### src/hdl/i2c_status_pkg.sv
package i2c_status_pkg;
    // Register byte offsets on the Avalon-MM slave
    localparam logic [4:0] CTRL_OFS = 5'h00;
    localparam logic [4:0] STAT_OFS = 5'h04;
    localparam logic [4:0] TXB_OFS = 5'h08;
    localparam logic [4:0] RXB_OFS = 5'h0c;
    localparam logic [4:0] OWNA_OFS = 5'h10;
    localparam logic [4:0] IRQS_OFS = 5'h14;
    localparam logic [4:0] IRQM_OFS = 5'h18;
    // Status word bit positions
    localparam int ACK_BIT = 15;
    localparam int TRS_BIT = 14;
    localparam int BCL_BIT = 10;
    localparam int GC_BIT = 9;
    localparam int A10_BIT = 8;
    localparam int IWC_BIT = 7;
    localparam int OV_BIT = 6;
    localparam int DA_BIT = 5;
    localparam int P_BIT = 4;
    localparam int S_BIT = 3;
    localparam int RW_BIT = 2;
    localparam int RBF_BIT = 1;
    localparam int TBF_BIT = 0;
    // Control bits
    localparam int ON_BIT = 0;
    localparam int MST_BIT = 1;
    localparam int TEN_BIT = 2;
    // Interrupt event bits
    localparam int EV_RX = 0;
    localparam int EV_TXDONE = 1;
    localparam int EV_BCL = 2;
    localparam int EV_STOP = 3;
    localparam int EV_W = 4;
    // Addresses and counts
    localparam logic [7:0] GENCALL_ADDR = 8'h00;
    localparam logic [4:0] TEN_HDR = 5'h1e;
    localparam logic [3:0] ACK_CNT = 4'h8;
    localparam logic [3:0] LAST_BIT_CNT = 4'h7;
    localparam logic [2:0] CTRL_RST = 3'h0;
    localparam logic [9:0] OWNA_RST = 10'h000;
    typedef enum {SL_IDLE, SL_ADDR, SL_ADDR2, SL_DATA} slv_t;
endpackage : i2c_status_pkg

### src/hdl/i2c_status_flags.sv
// Local design decisions: the Avalon-MM interface to the registers and the register addresses.
module i2c_status_flags
    import i2c_status_pkg::*;
(
    input wire logic clk,
    input wire logic rst,
    input wire logic [4:0] address,
    input wire logic read,
    input wire logic write,
    input wire logic [31:0] writedata,
    output logic [31:0] readdata,
    output logic waitrequest,
    input wire logic sclIn,
    input wire logic sdaIn,
    output logic sdaOut,
    output logic sdaOe,
    output logic irq
);
    ////////////////////////////////////////////////////////////////////////////
    logic [2:0] ctrl;
    logic [9:0] ownAddr;
    logic [7:0] txBuf, rxBuf, rxShift, txShift;
    logic [EV_W-1:0] irqStat, irqMask;
    logic ack, trs, bus_collision_flag, gc, a10, iwc, ov, da, pFlag, sFlag, rw, rx_buffer_full, tx_buffer_full;
    logic sclMeta, sclSync, sclPrev, sdaMeta, sdaSync, sdaPrev;
    logic [3:0] bitCnt;
    logic ackPhase, ackSample, ackReq, sdaLow, rdDone;
    slv_t slvState;
    logic [31:0] statusWord, readMux;

    // Two-flop synchronisers, then a third stage purely for edge detection
    always_ff @(posedge clk or posedge rst)
    begin
        if (rst)
        begin
            {sclMeta, sclSync, sclPrev} <= 3'h7;
            {sdaMeta, sdaSync, sdaPrev} <= 3'h7;
        end
        else
        begin
            {sclMeta, sclSync, sclPrev} <= {sclIn, sclMeta, sclSync};
            {sdaMeta, sdaSync, sdaPrev} <= {sdaIn, sdaMeta, sdaSync};
        end
    end

    // Bus events and decodes
    wire on = ctrl[ON_BIT];
    wire sclRise = sclSync & ~sclPrev;
    wire sclFall = ~sclSync & sclPrev;
    wire startDet = on & sclSync & sclPrev & sdaPrev & ~sdaSync;
    wire stopDet = on & sclSync & sclPrev & ~sdaPrev & sdaSync;
    wire byteDone = on & sclRise & (bitCnt == LAST_BIT_CNT);
    wire [7:0] byteIn = {rxShift[6:0], sdaSync};
    wire ackEnd = on & sclFall & ackPhase;
    wire mStart = on & ctrl[MST_BIT] & sclFall & (bitCnt == 4'h0) & tx_buffer_full & ~trs & ~bus_collision_flag & ~ackPhase;
    wire collide = trs & sclRise & (bitCnt < ACK_CNT) & ~sdaLow & ~sdaSync;
    wire busy = tx_buffer_full | trs;
    wire slvRx = ~trs & (slvState == SL_DATA) & ~rw;
    wire isGc = byteIn == GENCALL_ADDR;
    wire hdrMatch = ctrl[TEN_BIT] & (byteIn[7:3] == TEN_HDR) & (byteIn[2:1] == ownAddr[9:8]);
    wire match7 = ~ctrl[TEN_BIT] & (byteIn[7:1] == ownAddr[6:0]);
    wire match10 = byteIn == ownAddr[7:0];
    wire addrHit = (slvState == SL_ADDR) & (isGc | match7);
    wire tenHit = (slvState == SL_ADDR2) & match10;

    // Bus-side decodes of the register interface
    wire acc = write | (read & rdDone);
    wire wrCtrl = write & (address == CTRL_OFS);
    wire wrStat = write & (address == STAT_OFS);
    wire wrTx = write & (address == TXB_OFS);
    wire wrOwn = write & (address == OWNA_OFS);
    wire wrIrqS = write & (address == IRQS_OFS);
    wire wrIrqM = write & (address == IRQM_OFS);
    wire rdRx = acc & read & (address == RXB_OFS);
    wire [EV_W-1:0] events = {stopDet, collide, ackEnd & trs, byteDone & slvRx & ~rx_buffer_full};

    ////////////////////////////////////////////////////////////////////////////
    // Bit counter and acknowledge slot tracking
    always_ff @(posedge clk or posedge rst)
    begin
        if (rst)
        begin
            bitCnt <= 4'h0;
            rxShift <= 8'h00;
            ackPhase <= 1'b0;
            ackSample <= 1'b1;
        end
        else if (~on | startDet | stopDet)
        begin
            bitCnt <= 4'h0;
            ackPhase <= 1'b0;
        end
        else if (sclRise)
        begin
            rxShift <= byteIn;
            bitCnt <= (bitCnt == ACK_CNT) ? 4'h0 : bitCnt + 4'h1;
            if (bitCnt == ACK_CNT)
            begin
                ackPhase <= 1'b1;
                ackSample <= sdaSync;
            end
        end
        else if (sclFall)
            ackPhase <= 1'b0;
    end

    // Master byte sending and the open-drain pull on SDA
    // SDA only moves on SCL falls, so our own data never looks like start or stop
    always_ff @(posedge clk or posedge rst)
    begin
        if (rst)
        begin
            txShift <= 8'h00;
            sdaLow <= 1'b0;
        end
        else if (~on | stopDet | collide)
            sdaLow <= 1'b0;
        else if (mStart)
        begin
            txShift <= txBuf;
            sdaLow <= ~txBuf[7];
        end
        else if (sclFall)
        begin
            if (trs & (bitCnt != 4'h0) & (bitCnt < ACK_CNT))
            begin
                txShift <= {txShift[6:0], 1'b0};
                sdaLow <= ~txShift[6];
            end
            else
                sdaLow <= (bitCnt == ACK_CNT) & ackReq & ~trs;
        end
    end

    assign sdaOut = 1'b0;
    assign sdaOe = sdaLow;

    ////////////////////////////////////////////////////////////////////////////
    // Master flags: progress, acknowledge result, collision
    always_ff @(posedge clk or posedge rst)
    begin
        if (rst)
        begin
            trs <= 1'b0;
            ack <= 1'b0;
            bus_collision_flag <= 1'b0;
        end
        else if (~on)
        begin
            trs <= 1'b0;
            ack <= 1'b0;
            bus_collision_flag <= 1'b0;
        end
        else
        begin
            if (mStart)
                trs <= 1'b1;
            else if (collide | (ackEnd & trs) | stopDet)
                trs <= 1'b0;
            if (ackEnd & trs)
                ack <= ackSample;
            if (collide)
                bus_collision_flag <= 1'b1;
        end
    end

    // Slave address tracking
    always_ff @(posedge clk or posedge rst)
    begin
        if (rst)
            slvState <= SL_IDLE;
        else if (~on | stopDet)
            slvState <= SL_IDLE;
        else if (startDet)
            slvState <= SL_ADDR;
        else if (byteDone & ~trs)
        begin
            if (addrHit | tenHit)
                slvState <= SL_DATA;
            else if ((slvState == SL_ADDR) & hdrMatch)
                slvState <= SL_ADDR2;
            else if (slvState != SL_DATA)
                slvState <= SL_IDLE;
        end
    end

    // Slave-side flags; stop wipes general call and ten-bit match
    always_ff @(posedge clk or posedge rst)
    begin
        if (rst)
        begin
            {gc, a10, da, rw, ackReq, pFlag, sFlag} <= 7'h00;
        end
        else if (~on)
        begin
            {gc, a10, da, rw, ackReq, pFlag, sFlag} <= 7'h00;
        end
        else
        begin
            if (stopDet)
            begin
                gc <= 1'b0;
                a10 <= 1'b0;
                pFlag <= 1'b1;
                sFlag <= 1'b0;
            end
            else if (startDet)
            begin
                sFlag <= 1'b1;
                pFlag <= 1'b0;
            end
            if (byteDone & ~trs)
            begin
                ackReq <= addrHit | tenHit | ((slvState == SL_ADDR) & hdrMatch) | (slvRx & ~rx_buffer_full);
                if (addrHit)
                begin
                    gc <= isGc;
                    da <= 1'b0;
                    rw <= isGc ? 1'b0 : byteIn[0];
                end
                else if (tenHit)
                begin
                    a10 <= 1'b1;
                    da <= 1'b0;
                end
                else if (slvRx)
                    da <= 1'b1;
            end
        end
    end

    ////////////////////////////////////////////////////////////////////////////
    // Buffers, write collision and overflow; hardware set beats software clear
    always_ff @(posedge clk or posedge rst)
    begin
        if (rst)
        begin
            {tx_buffer_full, rx_buffer_full, iwc, ov} <= 4'h0;
            txBuf <= 8'h00;
            rxBuf <= 8'h00;
        end
        else if (~on)
            {tx_buffer_full, rx_buffer_full, iwc, ov} <= 4'h0;
        else
        begin
            if (wrTx & ~busy)
            begin
                txBuf <= writedata[7:0];
                tx_buffer_full <= 1'b1;
            end
            else if (mStart)
                tx_buffer_full <= 1'b0;
            if (wrTx & busy)
                iwc <= 1'b1;
            else if (wrStat & writedata[IWC_BIT])
                iwc <= 1'b0;
            if (byteDone & slvRx & rx_buffer_full)
                ov <= 1'b1;
            else if (wrStat & writedata[OV_BIT])
                ov <= 1'b0;
            if (byteDone & slvRx & ~rx_buffer_full)
            begin
                rxBuf <= byteIn;
                rx_buffer_full <= 1'b1;
            end
            else if (rdRx)
                rx_buffer_full <= 1'b0;
        end
    end

    ////////////////////////////////////////////////////////////////////////////
    // Control, own address, interrupt registers
    always_ff @(posedge clk or posedge rst)
    begin
        if (rst)
        begin
            ctrl <= CTRL_RST;
            ownAddr <= OWNA_RST;
            irqStat <= '0;
            irqMask <= '0;
        end
        else
        begin
            if (wrCtrl)
                ctrl <= writedata[2:0];
            if (wrOwn)
                ownAddr <= writedata[9:0];
            if (wrIrqM)
                irqMask <= writedata[EV_W-1:0];
            irqStat <= events | (irqStat & ~(wrIrqS ? writedata[EV_W-1:0] : '0));
        end
    end

    assign irq = |(irqStat & irqMask);

    // Status word; unlisted positions stay zero
    always_comb
    begin
        statusWord = 32'h0;
        statusWord[ACK_BIT] = ack;
        statusWord[TRS_BIT] = trs;
        statusWord[BCL_BIT] = bus_collision_flag;
        statusWord[GC_BIT] = gc;
        statusWord[A10_BIT] = a10;
        statusWord[IWC_BIT] = iwc;
        statusWord[OV_BIT] = ov;
        statusWord[DA_BIT] = da;
        statusWord[P_BIT] = pFlag;
        statusWord[S_BIT] = sFlag;
        statusWord[RW_BIT] = rw;
        statusWord[RBF_BIT] = rx_buffer_full;
        statusWord[TBF_BIT] = tx_buffer_full;
    end

    assign readMux = (address == CTRL_OFS) ? {29'h0, ctrl} :
                     (address == STAT_OFS) ? statusWord :
                     (address == TXB_OFS) ? {24'h0, txBuf} :
                     (address == RXB_OFS) ? {24'h0, rxBuf} :
                     (address == OWNA_OFS) ? {22'h0, ownAddr} :
                     (address == IRQS_OFS) ? {28'h0, irqStat} :
                     (address == IRQM_OFS) ? {28'h0, irqMask} : 32'h0;

    // Reads take one wait cycle so read data comes from a flop
    assign waitrequest = read & ~rdDone;
    always_ff @(posedge clk or posedge rst)
    begin
        if (rst)
        begin
            rdDone <= 1'b0;
            readdata <= 32'h0;
        end
        else
        begin
            rdDone <= read & ~rdDone;
            if (read & ~rdDone)
                readdata <= readMux;
        end
    end

    ////////////////////////////////////////////////////////////////////////////
    property p_ack_update;
        @(posedge clk) disable iff (rst) (ackEnd && trs) |=> (ack == $past(ackSample));
    endproperty
    a_ack_update: assert property (p_ack_update) else $error("ack flag not updated");
    property p_trs_start;
        @(posedge clk) disable iff (rst) mStart |=> (trs && !tx_buffer_full);
    endproperty
    a_trs_start: assert property (p_trs_start) else $error("transmit progress not set");
    property p_trs_end;
        @(posedge clk) disable iff (rst) (ackEnd && trs) |=> !trs;
    endproperty
    a_trs_end: assert property (p_trs_end) else $error("transmit progress not cleared");
    property p_bcl_hold;
        @(posedge clk) disable iff (rst) (bus_collision_flag && on) |=> bus_collision_flag;
    endproperty
    a_bcl_hold: assert property (p_bcl_hold) else $error("collision flag lost while on");
    property p_stop_clear;
        @(posedge clk) disable iff (rst) stopDet |=> (!gc && !a10 && pFlag);
    endproperty
    a_stop_clear: assert property (p_stop_clear) else $error("stop did not clear flags");
    property p_tx_write_collision;
        @(posedge clk) disable iff (rst) (wrTx && busy && on) |=> (iwc && $stable(txBuf));
    endproperty
    a_tx_write_collision: assert property (p_tx_write_collision) else $error("write collision missed");
    property p_overflow;
        @(posedge clk) disable iff (rst) (byteDone && slvRx && rx_buffer_full) |=> (ov && $stable(rxBuf));
    endproperty
    a_overflow: assert property (p_overflow) else $error("overflow missed");
    property p_data_flag;
        @(posedge clk) disable iff (rst) (byteDone && slvRx) |=> da;
    endproperty
    a_data_flag: assert property (p_data_flag) else $error("data flag not set");
    property p_zero_bits;
        @(posedge clk) disable iff (rst) (readdata[31:16] == 16'h0) && (readdata[13:11] == 3'h0);
    endproperty
    a_zero_bits: assert property (p_zero_bits) else $error("unimplemented bits not zero");
    property p_start_flag;
        @(posedge clk) disable iff (rst) startDet |=> (sFlag && !pFlag);
    endproperty
    a_start_flag: assert property (p_start_flag) else $error("start flag wrong");
endmodule : i2c_status_flags

### config.mk
export PLATFORM = sky130hd
export DESIGN_NAME = i2c_status_flags
export DESIGN_NICKNAME = d
export VERILOG_FILES = /design/src/hdl/i2c_status_pkg.sv /design/src/hdl/i2c_status_flags.sv
export SDC_FILE = /design/constraint.sdc
export NUM_CORES = 1
export LEC_CHECK = 0
export ABC_AREA = 0
export ABC_CLOCK_PERIOD_IN_PS = 8950
export BUFFER_PORTS_ARGS = -buffer_cell sky130_fd_sc_hd__buf_2
export CAP_MARGIN = 40
export CORE_AREA = 4 4 122 112
export CTS_BUF_LIST = sky130_fd_sc_hd__clkbuf_4
export DETAILED_ROUTE_END_ITERATION = 10
export DIE_AREA = 0 0 126 116
export SKIP_CTS_REPAIR_TIMING = 1
export SLEW_MARGIN = 20
export SYNTH_ARGS = -nofsm -noshare
export SYNTH_HDL_FRONTEND = slang
export SYNTH_SLANG_ARGS = --single-unit
### constraint.sdc
create_clock -name clk -period 8.95 [get_ports clk]
set_input_delay 1.79 -clock clk [delete_from_list [all_inputs] [get_ports clk]]
set_output_delay 1.79 -clock clk [all_outputs]
set_load 0.02 [all_outputs]
==> impl_results.md <==
* Average wire per standard cell at 17.5 um
* Fin util at 41.6%
* Synth Area per Inst at 10.8 um2
* RSZ-0062 raised after global routing: no
* Leakage at 2.34 nW
* Clock Tree Buf Depth at 2
* Initial antenna violation count at 0
* Power density over the cells at 178 nW/um2
* Netlist cell types at 66
* Initial core utilization at 38.1%
* NetSw at 265 uW
* DP HPWL at 8210 um
* CTS H-tree depth at 3
* Peak VDD IR at 0.128 mV
* Worst Hold Path Cells at 0
* Die height at 116 um
* FMAX at 0.219 GHz
* IO Count at 79
* Final GP Congestion at 0.850
* Int Power at 664 uW
* Via count at 3468
* Post-Synthesis Cell Area at 4750 um2
* Crit path capture type: primary output
* Final Setup Violations at 0
* Worst-path clk slew at 0.14 ns
* Pre-CTS setup slack at 4.36 ns
* Crit share post-route at 51.1%
* CP Data Required Time at 7.16 ns
* DR DRC count at 0
* Std-Cell Rows at 39
* Share of cells above drive strength 1 at 26.3%
* Ys async rst share at 100%
* Total CTS buffers at 9
* Seq pwr share at 54.3%
* Register area share after synthesis at 49.7%
* Clock Tree Root: clkbuf_4
* First-pass GRT wire length at 17700 um
* Final Hold Viols at 0
* CORE AREA at 12500 um2
* Clock skew at 0.0180 ns
* Reg2reg end: rxBuf[5]
* #FFs+latches synth at 94
* Total grt overflow at 0
* Switching share of total power at 28.5%
* RR Startpoint: sclSync
* Total Wirelength at 11200 um
* PortBufs at 36
* Detailed Routing Iterations Pass 1 at 5
* Final slew viol count at 0
* Die area at 14600 um2
* Synth top area cells: dfrtp_1 46%, mux2_2 9.7%, dfstp_2 3.9%, buf_4 3.2%, nand2_1 3.1%
* Clk_lat worst skew at 0.45 ns
* Clk sink count at 94
* Most common cell after layout, fill and taps aside: dfrtp_1
* Dominant cell type by area after synthesis: dfrtp_1
* Placed Cells at 618
* Hold EP: sdaSync
* Vias/cell at 5.45
* Clk network pwr share at 30.3%
* Die width at 126 um
* Antenna diodes at 0
* Synth warnings at 0
* Area Overhead vs Synth at 9.42%
* Crit-path max FO at 26
* Worst-Margin Slew at 0.814 ns
* Post-route ant nets at 0
* Critical path launch point type: primary input
* Fin nets at 514
* Comb pwr share at 15.4%
* CTS tree: yes
* Largest net degree at the start of global routing at 51
* Initial DRC Count at 322
* Post-route minimum period at 4.57 ns
* Setup TNS at 0 ns
* Gr usage total at 15.6%
* Worst slew margin at 45.4%
* Top FF cell, synth: dfrtp_1
* Run status: complete, no violations
* FF-to-FF path depth at 5
* Max-cap viol count at 0
* HP Class: reg -> reg
* Critical path start-end classification: in -> out
* Finished Cell Area at 5200 um2
* Worst Hold Launch: sdaMeta
* Worst EP arrival at 2.78 ns
* Gate Count Post-Synth at 441
* Top cell type's share of synthesized area at 45.8%
* Via count of the first global-routing pass at 3187
* Most frequent cells in the layout: 87 x dfrtp_1, 41 x mux2_2, 39 x nand2_1, 36 x buf_2, 27 x o21ai_0
* R2R setup slack at 6.06 ns
* Filler-free cell count of the finished design at 636
* DP Area at 4990 um2
* Number of flops mapped to enable cells by yosys at 0
* PnR worst setup slack at 4.38 ns
## flip-flops by register name (all words and copies together) (netlist names), 2 cells and up
register,count
bitCnt,4
ctrl,3
irqMask,4
irqStat,4
ownAddr,10
readdata,13
rxBuf,8
rxShift,7
slvState,2
txBuf,8
txShift,7
## layer usage
| metal | vias up | global-route usage, % | part of all wire, % |
|---|---|---|---|
| met2 | 145 | 22.9 | 44 |
| met4 | 0 | 2.79 | 0.78 |
| met1 | 1723 | 23.1 | 47 |
| met5 | - | 0 | 0 |
| li1 | 1591 | - | - |
| met3 | 9 | 4.65 | 8.1 |
## power by group through the flow
| stage | Sequential [mW] | Combinational [mW] | Clock [mW] |
|---|---|---|---|
| global route | 0.509 | 0.157 | 0.306 |
| global placement | 0.510 | 0.141 | 0 |
| finish | 0.504 | 0.143 | 0.281 |
| CTS | 0.503 | 0.143 | 0.289 |
| floorplan | 0.486 | 0.131 | 0 |
| detailed placement | 0.511 | 0.143 | 0 |
## Yosys cell counts, types with 5 or more instances
master / number
mux2_2: 41
buf_4: 20
nor2_1: 22
nand4_1: 6
mux2i_1: 13
clkbuf_1: 20
nand3_1: 10
a22oi_1: 5
inv_1: 10
xnor2_1: 16
nor3_1: 8
a21oi_1: 11
o21ai_0: 27
nand2_1: 39
nand2b_1: 8
nor2b_1: 7
dfrtp_1: 87
dfstp_2: 7
nor4_1: 6
## worst max path at each step
stage	start	to	slack, ns
3_3_place_gp	read	waitrequest	4.40
2_1_floorplan	read	waitrequest	4.65
3_5_place_dp	read	waitrequest	4.36
6_report	read	waitrequest	4.38
4_1_cts	read	waitrequest	4.36
5_1_grt	read	waitrequest	4.22
## final cells by class
type	instances	area [um2]
clock buffers	9	67.6
clock inverters	7	113
fillers	1228	7290
inverters	10	38.8
multi-input cells	310	2180
flip-flops and latches	94	2360
well taps	164	205
repair buffers	42	238
## per-stage QoR
step | total power, mW | hold WS (ns)
after floorplan | 0.617 | 0.345
after global routing | 0.972 | 0.369
after detailed placement | 0.654 | 0.347
after global placement | 0.651 | 0.347
after CTS | 0.935 | 0.366
final | 0.929 | 0.365
## cell families (layout without fill, tap and decap cells)
logic type | count (synthesis) | after routing | synth area share (%)
buffers and inverters | 56 | 68 | 6.13
DFF | 94 | 94 | 49.7
muxes | 57 | 57 | 13.9
AOI/OAI and AO/OA | 83 | 83 | 11.8
and+or+nand+nor | 128 | 128 | 14.1
xor gates and xnor gates | 18 | 18 | 3.32
other | 1 | 20 | 0.0789
adders and majority gates | 4 | 4 | 1.05
## worst max-delay path, cell delays in order
cell and delay, ns:
buf_2 0.10, nand2b_1 0.55, inv_1 0.14, buf_2 0.20
(Power assumes the default switching activity.)
